$ cat config.mk
export PLATFORM = sky130hd
export DESIGN_NAME = fcu_sched
export DESIGN_NICKNAME = d
export VERILOG_FILES = /design/src/hw/fcu_pkg.sv /design/src/hw/fcu_sched.sv
export VERILOG_INCLUDE_DIRS = /design/src /design/src/hw
export SDC_FILE = /design/constraint.sdc
export NUM_CORES = 1
export LEC_CHECK = 0
export BUFFER_PORTS_ARGS = -buffer_cell sky130_fd_sc_hd__clkbuf_2
export CAP_MARGIN = 30
export CORE_ASPECT_RATIO = 0.75
export CORE_MARGIN = 10
export CORE_UTILIZATION = 25
export CTS_CLUSTER_DIAMETER = 30
export DETAILED_ROUTE_END_ITERATION = 12
export GPL_ROUTABILITY_DRIVEN = 1
export SETUP_SLACK_MARGIN = 0.1
export SYNTH_ARGS = -nofsm -noshare
export SYNTH_HDL_FRONTEND = slang
export SYNTH_SLANG_ARGS = --single-unit
export TNS_END_PERCENT = 50
$ cat constraint.sdc
create_clock -name i_clk_sys -period 9.6 [get_ports i_clk_sys]
set_input_delay 0.96 -clock i_clk_sys [delete_from_list [all_inputs] [get_ports i_clk_sys]]
set_output_delay 0.96 -clock i_clk_sys [all_outputs]
set_load 0.02 [all_outputs]
$ cat src/hw/fcu_consts.svh
`ifndef FCU_CONSTS_SVH
`define FCU_CONSTS_SVH
// ==========================================
// widths
`define FCU_HDR_W 8
`define FCU_DAT_W 12
`define FCU_NCLS 3
// ==========================================
// class indices
`define FCU_CLS_P 2'h0
`define FCU_CLS_NP 2'h1
`define FCU_CLS_CPL 2'h2
// ==========================================
// receive buffer totals (credits) and payload
`define FCU_HDR_TOTAL 8'h20
`define FCU_DAT_TOTAL 12'h0_0C0
`define FCU_MAX_PAYLOAD_CR 12'h0_010
// completion data space in bytes; headers = bytes / 64
`define FCU_CPL_BYTES 16'h0C00
`define FCU_RCB_BYTES 64
// read tag limit of the eight-lane variant
`define FCU_TAG_MAX 4'h8
// ==========================================
// resend timer
`define FCU_CLK_MHZ 20
`define FCU_RESEND_US 30
`define FCU_RESEND_CYC (`FCU_RESEND_US * `FCU_CLK_MHZ)
`endif

$ cat src/hw/fcu_pkg.sv
package fcu_pkg;
    typedef enum logic [1:0] {
        FCU_IDLE,
        FCU_WAIT_TLP,
        FCU_SEND
    } fcu_tx_state_t;
endpackage

$ cat src/hw/fcu_sched.sv
`timescale 1ns/10ps
`include "fcu_consts.svh"
module fcu_sched (
    input wire logic i_clk_sys, // 20 MHz clock
    input wire logic i_rst, // sync reset, active high
    input wire logic i_rx_tlp_vld, // pulse: tlp received into buffer
    input wire logic [1:0] i_rx_cls, // class of received tlp
    input wire logic [11:0] i_rx_dat_cr, // data credits of received tlp
    input wire logic i_drain_done, // pulse: app finished reading packet
    input wire logic [1:0] i_drain_cls, // class of drained packet
    input wire logic [11:0] i_drain_dat_cr, // data credits of drained packet
    input wire logic i_lim_load, // pulse: partner update received
    input wire logic [1:0] i_lim_cls, // class of partner update
    input wire logic [7:0] i_lim_hdr, // partner header ceiling
    input wire logic [11:0] i_lim_dat, // partner data ceiling
    input wire logic i_tx_req, // app packet wants to go
    input wire logic [1:0] i_tx_cls, // its class
    input wire logic [11:0] i_tx_dat_cr, // its data credits
    input wire logic i_tx_taken, // pulse: packet selected for link
    input wire logic i_tag_alloc, // pulse: read request issued
    input wire logic i_tag_free, // pulse: read completed
    input wire logic i_link_busy, // tlp currently on the wire
    input wire logic i_upd_grant, // arbiter grants update slot
    output logic o_tx_ok, // packet may be sent
    output logic o_tag_ok, // another read tag may be issued
    output logic o_upd_req, // update request pending
    output logic o_upd_hi, // request is high priority
    output logic o_upd_vld, // pulse: update dllp on the link
    output logic [1:0] o_upd_cls, // class of update
    output logic [7:0] o_upd_hdr, // advertised header credits
    output logic [11:0] o_upd_dat, // advertised data credits
    output logic [15:0] o_cpl_hdr_space // completion header slots
);
    // ==========================================
    // per-class counters
    logic [7:0] grant_hdr_r [3];
    logic [11:0] grant_dat_r [3];
    logic [7:0] last_hdr_r [3];
    logic [11:0] last_dat_r [3];
    logic [11:0] rcvd_r [3];
    logic [9:0] timer_r [3];
    logic [7:0] lim_hdr_r [3];
    logic [11:0] lim_dat_r [3];
    logic [7:0] used_hdr_r [3];
    logic [11:0] used_dat_r [3];
    logic [3:0] tags_r;
    logic [2:0] want_w;
    logic [2:0] hi_w;
    logic [1:0] sel_w;
    logic [1:0] cls_r;
    fcu_pkg::fcu_tx_state_t st_r;
    fcu_pkg::fcu_tx_state_t st_nxt;
    localparam logic [9:0] RESEND = 10'(`FCU_RESEND_CYC);

    function automatic logic cls_hit(input logic p, input logic [1:0] c, input int k);
        return p && (c == 2'(k));
    endfunction

    // ==========================================
    // promotion evaluation
    for (genvar k = 0; k < 2; k++) begin : g_eval // completion is unlimited, never updated
        wire logic [11:0] room = last_dat_r[k] - rcvd_r[k];
        wire logic [11:0] gdiff = grant_dat_r[k] - last_dat_r[k];
        wire logic starve = (room < `FCU_MAX_PAYLOAD_CR) && (gdiff != 12'h0_000);
        wire logic stale = timer_r[k] >= RESEND;
        wire logic bulk = gdiff >= (`FCU_DAT_TOTAL >> 2);
        assign want_w[k] = (grant_hdr_r[k] != last_hdr_r[k]) || (gdiff != 12'h0_000) || stale;
        assign hi_w[k] = want_w[k] && (starve || stale || bulk);
    end
    assign want_w[2] = 1'b0;
    assign hi_w[2] = 1'b0;
    assign sel_w = hi_w[0] ? 2'h0 : hi_w[1] ? 2'h1 : want_w[0] ? 2'h0 : 2'h1;
    assign o_upd_req = |want_w;
    assign o_upd_hi = |hi_w;
    assign o_cpl_hdr_space = 16'(`FCU_CPL_BYTES / `FCU_RCB_BYTES);
    assign o_tag_ok = tags_r < `FCU_TAG_MAX;
    // completion ceiling is infinite when advertised as zero
    wire logic tx_cpl_inf = (i_tx_cls == `FCU_CLS_CPL) && (lim_dat_r[i_tx_cls] == 12'h0_000);
    assign o_tx_ok = i_tx_req && (tx_cpl_inf ||
        ((lim_hdr_r[i_tx_cls] - used_hdr_r[i_tx_cls] >= 8'h01) &&
         (lim_dat_r[i_tx_cls] - used_dat_r[i_tx_cls] >= i_tx_dat_cr)));

    // ==========================================
    // update sequencer
    always_comb begin
        st_nxt = st_r;
        case (st_r)
            fcu_pkg::FCU_IDLE: if (o_upd_req && i_upd_grant) st_nxt = fcu_pkg::FCU_WAIT_TLP;
            fcu_pkg::FCU_WAIT_TLP: if (!i_link_busy) st_nxt = fcu_pkg::FCU_SEND;
            fcu_pkg::FCU_SEND: st_nxt = fcu_pkg::FCU_IDLE;
            default: st_nxt = fcu_pkg::FCU_IDLE;
        endcase
    end
    wire logic sending = (st_r == fcu_pkg::FCU_SEND);

    always_ff @(posedge i_clk_sys) begin
        if (i_rst) begin
            st_r <= fcu_pkg::FCU_IDLE;
            cls_r <= 2'h0;
            o_upd_vld <= 1'b0;
            o_upd_cls <= 2'h0;
            o_upd_hdr <= 8'h00;
            o_upd_dat <= 12'h0_000;
            tags_r <= 4'h0;
        end else begin
            st_r <= st_nxt;
            if (st_r == fcu_pkg::FCU_IDLE) cls_r <= sel_w;
            o_upd_vld <= sending;
            if (sending) begin
                o_upd_cls <= cls_r;
                o_upd_hdr <= grant_hdr_r[cls_r];
                o_upd_dat <= grant_dat_r[cls_r];
            end
            tags_r <= tags_r + 4'(i_tag_alloc && o_tag_ok) - 4'(i_tag_free && tags_r != 4'h0);
        end
    end

    for (genvar k = 0; k < 3; k++) begin : g_cls
        wire logic sent_k = sending && (cls_r == 2'(k));
        always_ff @(posedge i_clk_sys) begin
            if (i_rst) begin
                grant_hdr_r[k] <= (k == 2) ? 8'h00 : `FCU_HDR_TOTAL;
                grant_dat_r[k] <= (k == 2) ? 12'h0_000 : `FCU_DAT_TOTAL;
                last_hdr_r[k] <= (k == 2) ? 8'h00 : `FCU_HDR_TOTAL;
                last_dat_r[k] <= (k == 2) ? 12'h0_000 : `FCU_DAT_TOTAL;
                rcvd_r[k] <= 12'h0_000;
                timer_r[k] <= 10'h000;
                lim_hdr_r[k] <= 8'h00;
                lim_dat_r[k] <= 12'h0_000;
                used_hdr_r[k] <= 8'h00;
                used_dat_r[k] <= 12'h0_000;
            end else begin
                if (cls_hit(i_drain_done, i_drain_cls, k) && k != 2) begin
                    grant_hdr_r[k] <= grant_hdr_r[k] + 8'h01;
                    grant_dat_r[k] <= grant_dat_r[k] + i_drain_dat_cr;
                end
                if (sent_k) begin
                    last_hdr_r[k] <= grant_hdr_r[k];
                    last_dat_r[k] <= grant_dat_r[k];
                    timer_r[k] <= 10'h000;
                    // a packet landing in the send cycle counts against the new snapshot
                    rcvd_r[k] <= {12{cls_hit(i_rx_tlp_vld, i_rx_cls, k)}} & i_rx_dat_cr;
                end else begin
                    // saturate so a long quiet link cannot wrap and hide staleness
                    if (timer_r[k] != RESEND) timer_r[k] <= timer_r[k] + 10'h001;
                    if (cls_hit(i_rx_tlp_vld, i_rx_cls, k))
                        rcvd_r[k] <= rcvd_r[k] + i_rx_dat_cr;
                end
                if (cls_hit(i_lim_load, i_lim_cls, k)) begin
                    lim_hdr_r[k] <= i_lim_hdr;
                    lim_dat_r[k] <= i_lim_dat;
                end
                if (cls_hit(i_tx_taken, i_tx_cls, k)) begin
                    used_hdr_r[k] <= used_hdr_r[k] + 8'h01;
                    used_dat_r[k] <= used_dat_r[k] + i_tx_dat_cr;
                end
            end
        end
    end

    // ==========================================
    // checks
    wait_busy_a: assert property (@(posedge i_clk_sys) disable iff (i_rst)
        (st_r == fcu_pkg::FCU_WAIT_TLP && i_link_busy) |-> ##2 !o_upd_vld)
        else $error("update sent over a busy packet");
    field_val_a: assert property (@(posedge i_clk_sys) disable iff (i_rst)
        sending |=> o_upd_dat == $past(grant_dat_r[cls_r]))
        else $error("update field not granted value");
    hi_drop_a: assert property (@(posedge i_clk_sys) disable iff (i_rst)
        sending |=> timer_r[cls_r] == 10'h000)
        else $error("timer not restarted");
    tag_cap_a: assert property (@(posedge i_clk_sys) disable iff (i_rst)
        tags_r <= `FCU_TAG_MAX)
        else $error("too many read tags");
    hi_req_a: assert property (@(posedge i_clk_sys) disable iff (i_rst)
        o_upd_hi |-> o_upd_req)
        else $error("high flag without request");
    stale_hi_a: assert property (@(posedge i_clk_sys) disable iff (i_rst)
        (timer_r[0] == RESEND) |-> o_upd_hi)
        else $error("stale update not promoted");
    cpl_none_a: assert property (@(posedge i_clk_sys) disable iff (i_rst)
        o_upd_vld |-> o_upd_cls != `FCU_CLS_CPL)
        else $error("completion update sent");
    hold_pkt_a: assert property (@(posedge i_clk_sys) disable iff (i_rst)
        (i_tx_req && i_tx_cls != `FCU_CLS_CPL &&
         lim_dat_r[i_tx_cls] - used_dat_r[i_tx_cls] < i_tx_dat_cr) |-> !o_tx_ok)
        else $error("packet not held");
    grant_hold_a: assert property (@(posedge i_clk_sys) disable iff (i_rst)
        !i_drain_done |=> $stable(grant_dat_r[0]) && $stable(grant_dat_r[1]))
        else $error("grant moved without a drain");
    cpl_inf_a: assert property (@(posedge i_clk_sys) disable iff (i_rst)
        (i_tx_req && i_tx_cls == `FCU_CLS_CPL && lim_dat_r[2] == 12'h0_000) |-> o_tx_ok)
        else $error("completion held by flow control");
    tag_sat_a: assert property (@(posedge i_clk_sys) disable iff (i_rst)
        (tags_r == `FCU_TAG_MAX && !i_tag_free) |=> tags_r == `FCU_TAG_MAX)
        else $error("tag count passed its limit");
    bulk_hi_a: assert property (@(posedge i_clk_sys) disable iff (i_rst)
        (grant_dat_r[0] - last_dat_r[0] >= (`FCU_DAT_TOTAL >> 2)) |-> o_upd_hi)
        else $error("quarter of buffer not promoted");
    starve_hi_a: assert property (@(posedge i_clk_sys) disable iff (i_rst)
        (last_dat_r[1] - rcvd_r[1] < `FCU_MAX_PAYLOAD_CR && grant_dat_r[1] != last_dat_r[1])
        |-> o_upd_hi)
        else $error("starving partner not promoted");
    send_c: cover property (@(posedge i_clk_sys) o_upd_vld);
    tag_full_c: cover property (@(posedge i_clk_sys) !o_tag_ok);
    both_hi_c: cover property (@(posedge i_clk_sys) hi_w == 3'b011);
    hi_c: cover property (@(posedge i_clk_sys) o_upd_hi && i_upd_grant);
    wait_c: cover property (@(posedge i_clk_sys) st_r == fcu_pkg::FCU_WAIT_TLP && i_link_busy);
endmodule // fcu_sched

==> results of run 1 <==
[critical path, stage by stage]
cell	delay, ns
clkbuf_2	0.07
buf_4	0.59
mux2i_1	0.26
nor2_1	0.05
a21oi_1	0.18
ha_1	0.21
inv_1	0.06
fa_1	0.40
a21o_1	0.17
a21oi_1	0.22
o21bai_1	0.09
a21oi_1	0.23
o21ai_0	0.20
a21o_1	0.21
a21oi_1	0.18
xnor2_1	0.10
ha_1	0.30
o211ai_1	0.10
o21a_1	0.20
o211ai_1	0.17
clkbuf_2	0.20
[report_power, final]
group,switching [mW],internal [mW]
Clock,0.812,1.94
Combinational,0.374,0.279
Sequential,0.0547,1.37
[cells in the mapped netlist, types with 11 or more instances]
library cell	n	area (um^2)
xor2_1	78	683.2
mux2i_1	62	620.6
ha_1	163	2039
or3_1	19	118.9
o21ai_0	68	340.3
nor2_1	186	698.2
inv_1	119	446.7
and2_1	84	525.5
nand2b_1	30	187.7
dfxtp_1	29	580.6
a31oi_1	12	75.07
nor2b_1	28	175.2
xnor2_1	73	639.4
and3_1	45	281.5
o21a_1	15	112.6
buf_4	17	127.6
nand3b_1	11	82.58
nand2_1	78	292.8
nor3_1	38	190.2
clkbuf_1	39	146.4
nand3_1	57	285.3
a22o_1	12	105.1
a21oi_1	89	445.4
a21o_1	28	210.2
o21bai_1	12	90.09
edfxtp_1	244	7327
a211oi_1	29	217.7
[metrics by stage]
| stage | instance area, um^2 | worst slack [ns] | cells |
|---|---|---|---|
| after global routing | 22700 | 3.171 | 2971 |
| after global placement | 19820 | 3.575 | 2824 |
| final | 22700 | 3.431 | 2971 |
| after detailed placement | 19910 | 3.471 | 2829 |
| after CTS | 22700 | 3.435 | 2970 |
| after floorplan | 18360 | 3.571 | 1823 |
[state kept, by name, summed over array words and instances (netlist names)]
register,flops
lim_dat_r,36
o_upd_hdr,8
last_dat_r,24
timer_r,20
o_upd_vld,1
cls_r,1
o_upd_cls,1
o_upd_dat,12
used_dat_r,36
tags_r,4
lim_hdr_r,24
rcvd_r,24
used_hdr_r,24
st_r,2
grant_dat_r,24
grant_hdr_r,16
last_hdr_r,16
[layout make-up]
cell class | instances | area [um^2] | area share, %
clock inverters | 53 | 814.5 | 3.588
well taps | 957 | 1197 | 5.275
diodes | 1 | 2.502 | 0.01102
clock buffers | 88 | 1977 | 8.709
flip-flops and latches | 273 | 7909 | 34.84
repair buffers | 117 | 678.2 | 2.988
inverters | 120 | 450.4 | 1.984
multi-input cells | 1362 | 9671 | 42.60
[per-layer routing]
| layer | part of all wire (%) | wire [um] | vias to the layer above | global-route usage, % |
|---|---|---|---|---|
| li1 | - | - | 6818 | - |
| met1 | 49 | 24360 | 6589 | 16.10 |
| met2 | 41 | 20540 | 440 | 16.68 |
| met3 | 6.4 | 3192 | 100 | 2.374 |
| met4 | 2.9 | 1457 | 4 | 4.493 |
| met5 | 0.054 | 27 | - | 0 |
[worst paths after layout]
kind	start	end	slack, ns	cells after the start
max reg2reg	grant_dat_r[0][4]	st_r[0]	6.58	9
min reg2reg	o_upd_hdr[7]	o_upd_hdr[7]	0.48	1
min	o_upd_hdr[7]	o_upd_hdr[7]	0.48	1
max	i_tx_cls[0]	o_tx_ok	3.43	21
[kinds of logic (layout without fill, tap and decap cells)]
logic type	Yosys count	after routing	share of synthesized area, %
simple gates	626	626	17.54
mux	64	64	3.575
fa+ha+maj	173	173	12.23
buf+inv	188	378	4.388
xor+xnor	151	151	7.224
flops	273	273	43.20
compound gates	331	331	11.80
other cells	2	18	0.04102
==> flow_summary_export.csv, run 1 <==
group,metric,value,unit
route,via_per_inst,4.696,
global_route,antenna_found_initial,3,
critical_path,worstPathArrival,5.21,ns
route,drtPass1Iterations,5,
clocking,cts_root_buf,"clkbuf_16",
clocking,htreeDepth,3,
critical_path,end_kind,"output port",
global_route,grt_pass1_wl,76940,um
synth,synth.cell_area,18310,um^2
synth,syn_area_per_cell,10.13,um^2
run,max_cap_viol_count,0,
cells_and_area,fin_nets,2198,
clocking,cts_tree,"yes",
sta,clock_skew,0.03246,ns
route,dr_total_vias,13951,
sta,tns,0,ns
clocking,post_cts_resized,0,
placement,port_buffers,100,
route,drt_wl_total,49580,um
sta,hold_viol,0,
cells_and_area,layout-drive-gt1-share,13.46,%
sta,fin_crit_sh,64.26,%
synth,synth_edf_count,244,
floorplanning,core,72210,um^2
placement,place_hpwl,36630,um
floorplanning,die_area,84560,um^2
min_path,min_path_type,"reg2reg",
run_status,status,"finished clean",
sta,hold_slack,0.4763,ns
sta,slew_violations,0,
clocking,clk_path_buf_depth,3,
clocking,path_clk_slew,0.04,ns
floorplanning,ios,118,
sta,worstMarginPinSlew,0.9953,ns
pwr,total_power,4.827,mW
floorplanning,row_count,85,
critical_path,crit_path_start_kind,"primary input",
cells_and_area,final_cell_mix,"244 x edfxtp_1, 186 x nor2_1, 163 x ha_1, 119 x inv_1, 100 x clkbuf_2",
pwr,ir_worst_vdd,0.1064,mV
sta,period_minus_slack,6.169,ns
placement,gp_congestion,0.8198,
clocking,postCtsSetupRepairBufs,0,
sta,slew_headroom,33.50,%
clocking,clock_sinks,273,
pwr,p_leak,9.334,nW
critical_path,path_class,"in2out",
cells_and_area,area_growth,24.00,%
synth,yosysSeqAreaShare,43.20,%
synth,synth-seq-cells,273,
clocking,insertion_delay,0.61,ns
synth,synth_cell_type_count,74,
route,remaining_drc_errors,0,
route,post_drt_wl_per_cell,16.69,um
global_route,grt_max_degree,84,
critical_path,cp_max_fo,44,
global_route,overflow,0,
floorplanning,die_w,332.5,um
synth,synthArstFlopShare,0,%
synth,yosys_warnings,0,
sta,clock.fmax,0.1621,GHz
synth,synth_cells,1808,
floorplanning,start_util,25.35,%
sta,rsz0062_at_grt,"no",
global_route,grtUsageTotal,11.37,%
floorplanning,dieHeight,254.3,um
route,drt_iter0_drc,1067,
cells_and_area,fill_cells,7242,
cells_and_area,finalCoreUtilization,31.43,%
synth,synth-main-ff-cell,"edfxtp_1",
clocking,cts_buffers,76,
pwr,power_density,212.7,nW/um^2
route,ant_nets,0,
cells_and_area,layout.cells.most_common,"edfxtp_1",
critical_path,required,8.64,ns
sta,setup_violations,0,
clocking,cts_hold_buffers,0,
global_route,grt_pass1_vias,13612,
Power figures use the tool's default switching activity.
==> run 2, diff against run 1 <==
--- a/config.mk
+++ b/config.mk
@@ -6,6 +6,7 @@
 export SDC_FILE = /design/constraint.sdc
 export NUM_CORES = 1
 export LEC_CHECK = 0
+export ABC_AREA = 1
 export BUFFER_PORTS_ARGS = -buffer_cell sky130_fd_sc_hd__clkbuf_2
 export CAP_MARGIN = 30
 export CORE_ASPECT_RATIO = 0.75
==> constraint.sdc (replaced) <==
create_clock -name i_clk_sys -period 4.9 [get_ports i_clk_sys]
set_input_delay 0.49 -clock i_clk_sys [delete_from_list [all_inputs] [get_ports i_clk_sys]]
set_output_delay 0.49 -clock i_clk_sys [all_outputs]
set_load 0.02 [all_outputs]
==> run 2 against run 1 <==
Flip-flop and latch count did not move. Sequential share of layout area fell by 1.5 points. Worst setup slack worse by 3.0 ns. Utilization fell by 0.55 points. Global-route usage up 0.80 points. Die area rose by 5.0%. Final area increased by 4.4%. Synthesized cell count increased by 35%. Synthesized area up 5.4%. Register-to-register slack got worse by 4.7 ns. Sequential power increased by 95%. Power is 91% higher. Largest power group unchanged.
==> flow_summary_export.csv, run 2 <==
group,metric,value,unit
critical_path,crit_path_start_kind,"primary input",
pwr,power.share.clock,54.7,%
synth,synth_cell_type_count,53,
sta,clock.fmax,0.2244,GHz
cells_and_area,regArea,7908,um^2
clocking,cts_tree,"yes",
cells_and_area,fin_nets,2840,
synth,synth-seq-cells,273,
route,remaining_drc_errors,0,
floorplanning,die_w,340.8,um
clocking,path_clk_slew,0.04,ns
sta,hold_slack,0.08494,ns
critical_path,path_class,"in2out",
critical_path,worst-r2r-setup-slack,1.86,ns
pwr,p_int,6.570,mW
critical_path,path_depth,23,
cells_and_area,postLayoutCellArea,23700,um^2
critical_path,crit_path_end,"o_tx_ok",
critical_path,r2r_start,"st_r[1]",
clocking,clk_path_buf_depth,3,
critical_path,cp_max_fo,35,
critical_path,cp_slowest_cell,"fa_1",
global_route,antenna_found_initial,1,
clocking,insertion_delay,0.62,ns
sta,layout_setup_ws,0.4428,ns
synth,synthArstFlopShare,0,%
clocking,postCtsSetupRepairBufs,0,
cells_and_area,fill_cells,8018,
clocking,cts_buffers,74,
route,dr_total_vias,16641,
floorplanning,core,76740,um^2
sta,period_minus_slack,4.457,ns
critical_path,required,4.41,ns
cells_and_area,area_growth,22.84,%
critical_path,worst-path-buf-inv,5,
synth,synth_edf_count,244,
run,max_cap_viol_count,0,
global_route,overflow,0,
sta,hold_viol,0,
sta,slew_headroom,33.54,%
sta,fin_crit_sh,90.96,%
route,post_drt_wl_per_cell,15.05,um
pwr,p_sw,2.672,mW
route,via_per_inst,4.511,
synth,yosysMostFrequentCell,"nand2_1",
pwr,p_leak,10.84,nW
critical_path,crit_top_cell,"nand2_1",
critical_path,rr_worst_depth,11,
global_route,grtUsageTotal,12.17,%
sta,slew_violations,0,
synth,synth_common_cells,"564 x nand2_1, 398 x inv_1, 272 x nor2_1",
floorplanning,ios,118,
synth,syn_area_per_cell,7.909,um^2
sta,clock_skew,0.03443,ns
synth,yosys_warnings,0,
route,drt_wl_total,55520,um
route,drtPass1Iterations,6,
critical_path,cp_slowest_stage_delay,0.48,ns
synth,yosysTopAreaCell,"edfxtp_1",
min_path,min_path_type,"in2reg",
run_status,status,"finished clean",
synth,yosysSeqAreaShare,40.99,%
synth,synth_top_area_share,37.98,%
clocking,clock_sinks,273,
sta,tns,0,ns
pwr,ir_worst_vdd,0.3164,mV
critical_path,cp_cell_sequence,"clkbuf_2 > nor2_8 > inv_2 > o22ai_1 > a21oi_1 > fa_1 > a21oi_1 > nor2_1 > o21ai_0 > nand2_1 > or2_2 > nand2_1 > inv_1 > ha_1 > nand2_1 > inv_1 > nand2_1 > nand2_1 > nand2_1 > nand3_1 > o21ai_1 > a21oi_1 > clkbuf_2",
route,ant_nets,0,
placement,placed_area,21050,um^2
clocking,cts_hold_buffers,0,
clocking,cts_root_buf,"clkbuf_16",
synth,synth_cells,2439,
placement,pre_cts_slack,0.3282,ns
critical_path,worstPathArrival,3.97,ns
synth,synth.cell_area,19290,um^2
critical_path,r2r-end,"rcvd_r[0][6]",
placement,port_buffers,100,
synth,synth-main-ff-cell,"edfxtp_1",
global_route,grt_pass1_vias,15554,
pwr,switching_share,28.91,%
sta,setup_violations,0,
placement,gp_congestion,0.8765,
synth,synthTopCellsByArea,"edfxtp_1 38%, nand2_1 11%, ha_1 11%",
pwr,power_density,390.0,nW/um^2
floorplanning,row_count,88,
critical_path,cp_top_family,"simple AND/OR/NAND/NOR gates",
cells_and_area,layout-drive-gt1-share,10.81,%
sta,worstMarginPinSlew,0.9939,ns
floorplanning,dieHeight,260.6,um
pwr,combPwrFrac,15.1,%
floorplanning,die_area,88790,um^2
cells_and_area,layout.cells.most_common,"nand2_1",
clocking,htreeDepth,3,
cells_and_area,final_cell_mix,"564 x nand2_1, 398 x inv_1, 272 x nor2_1, 244 x edfxtp_1, 187 x a21oi_1",
route,drt_iter0_drc,1334,
sta,rsz0062_at_grt,"no",
cells_and_area,antenna_cells,0,
cells_and_area,multi_input_area,9634,um^2
critical_path,setup.worst_path.start,"i_tx_cls[0]",
global_route,grt_pass1_wl,86450,um
placement,place_hpwl,42300,um
floorplanning,start_util,25.14,%
cells_and_area,reg_top3,"lim_dat_r x36, used_dat_r x36",
critical_path,end_kind,"output port",
global_route,grt_max_degree,36,
pwr,seq_power_share,30.2,%
## run 2: cell count changes in the layout (fill, tap and decap cells not counted), sizes merged, moves of 22 or more
| cell | change |
|---|---|
| inv | +293 |
| a211oi | -29 |
| nand2b | -30 |
| nand3 | +52 |
| nor2 | +94 |
| nor2b | -28 |
| and2 | -85 |
| a21oi | +100 |
| nand2 | +494 |
| xnor2 | -51 |
| and3 | -45 |
| xor2 | -34 |
| nand4 | +22 |
| mux2i | -63 |
## run 2: timing repair
item / CTS / global route
hold endpoints to repair: 0 / 0
gates resized for setup: 0 / 2
setup endpoints to repair: 0 / 1
## run 2: metal layers
metal  vias to the layer above  global-route usage [%]  share of wire [%]
met5                         -                       0              0.016
met4                         2                   4.055                2.3
met3                        87                   2.856                7.2
met2                       494                   16.77                 40
met1                      7620                   18.17                 51
li1                       8438                       -                  -
## run 2: cell families after synthesis
family          count (synthesis)  share of synthesized area, %
xor+xnor                       66                         2.996
buf+inv                       463                         9.424
other cells                     2                       0.03893
flops                         273                         40.99
simple gates                 1065                         23.15
fa+ha+maj                     173                         11.61
compound gates                397                         11.78
## run 2: power by group through the flow
stage | logic (mW) | clock network (mW) | registers, mW
finish | 1.40 | 5.06 | 2.79
global route | 1.60 | 5.28 | 2.80
CTS | 1.39 | 5.15 | 2.79
floorplan | 1.05 | 0 | 2.78
global placement | 1.35 | 0 | 2.83
detailed placement | 1.38 | 0 | 2.82
## run 2: through the flow
stage,instances,util (%),power [mW]
after floorplan,2454,-,3.825
after global placement,3545,27.30,4.177
after detailed placement,3551,27.43,4.200
after CTS,3689,30.87,9.325
after global routing,3689,30.88,9.687
final,3689,30.88,9.242
## run 2: final cells by class
cell class / count / area share (%)
sequential: 273 / 33.37
multi-input combinational: 1718 / 40.65
clock inverter: 57 / 2.994
timing repair buffer: 119 / 2.941
inverter: 406 / 6.431
clock buffer: 81 / 8.147
tap: 1035 / 5.465
## run 2: worst min path at each step
stage                  from            to  slack (ns)  cells past startpoint
6_report        i_link_busy       st_r[1]        0.08                      2
5_1_grt         i_link_busy       st_r[1]        0.06                      2
4_1_cts         i_link_busy       st_r[1]        0.04                      2
3_5_place_dp   o_upd_cls[0]  o_upd_cls[0]        0.48                      2
3_3_place_gp   o_upd_cls[0]  o_upd_cls[0]        0.47                      2
2_1_floorplan       st_r[0]       st_r[1]        0.46                      2
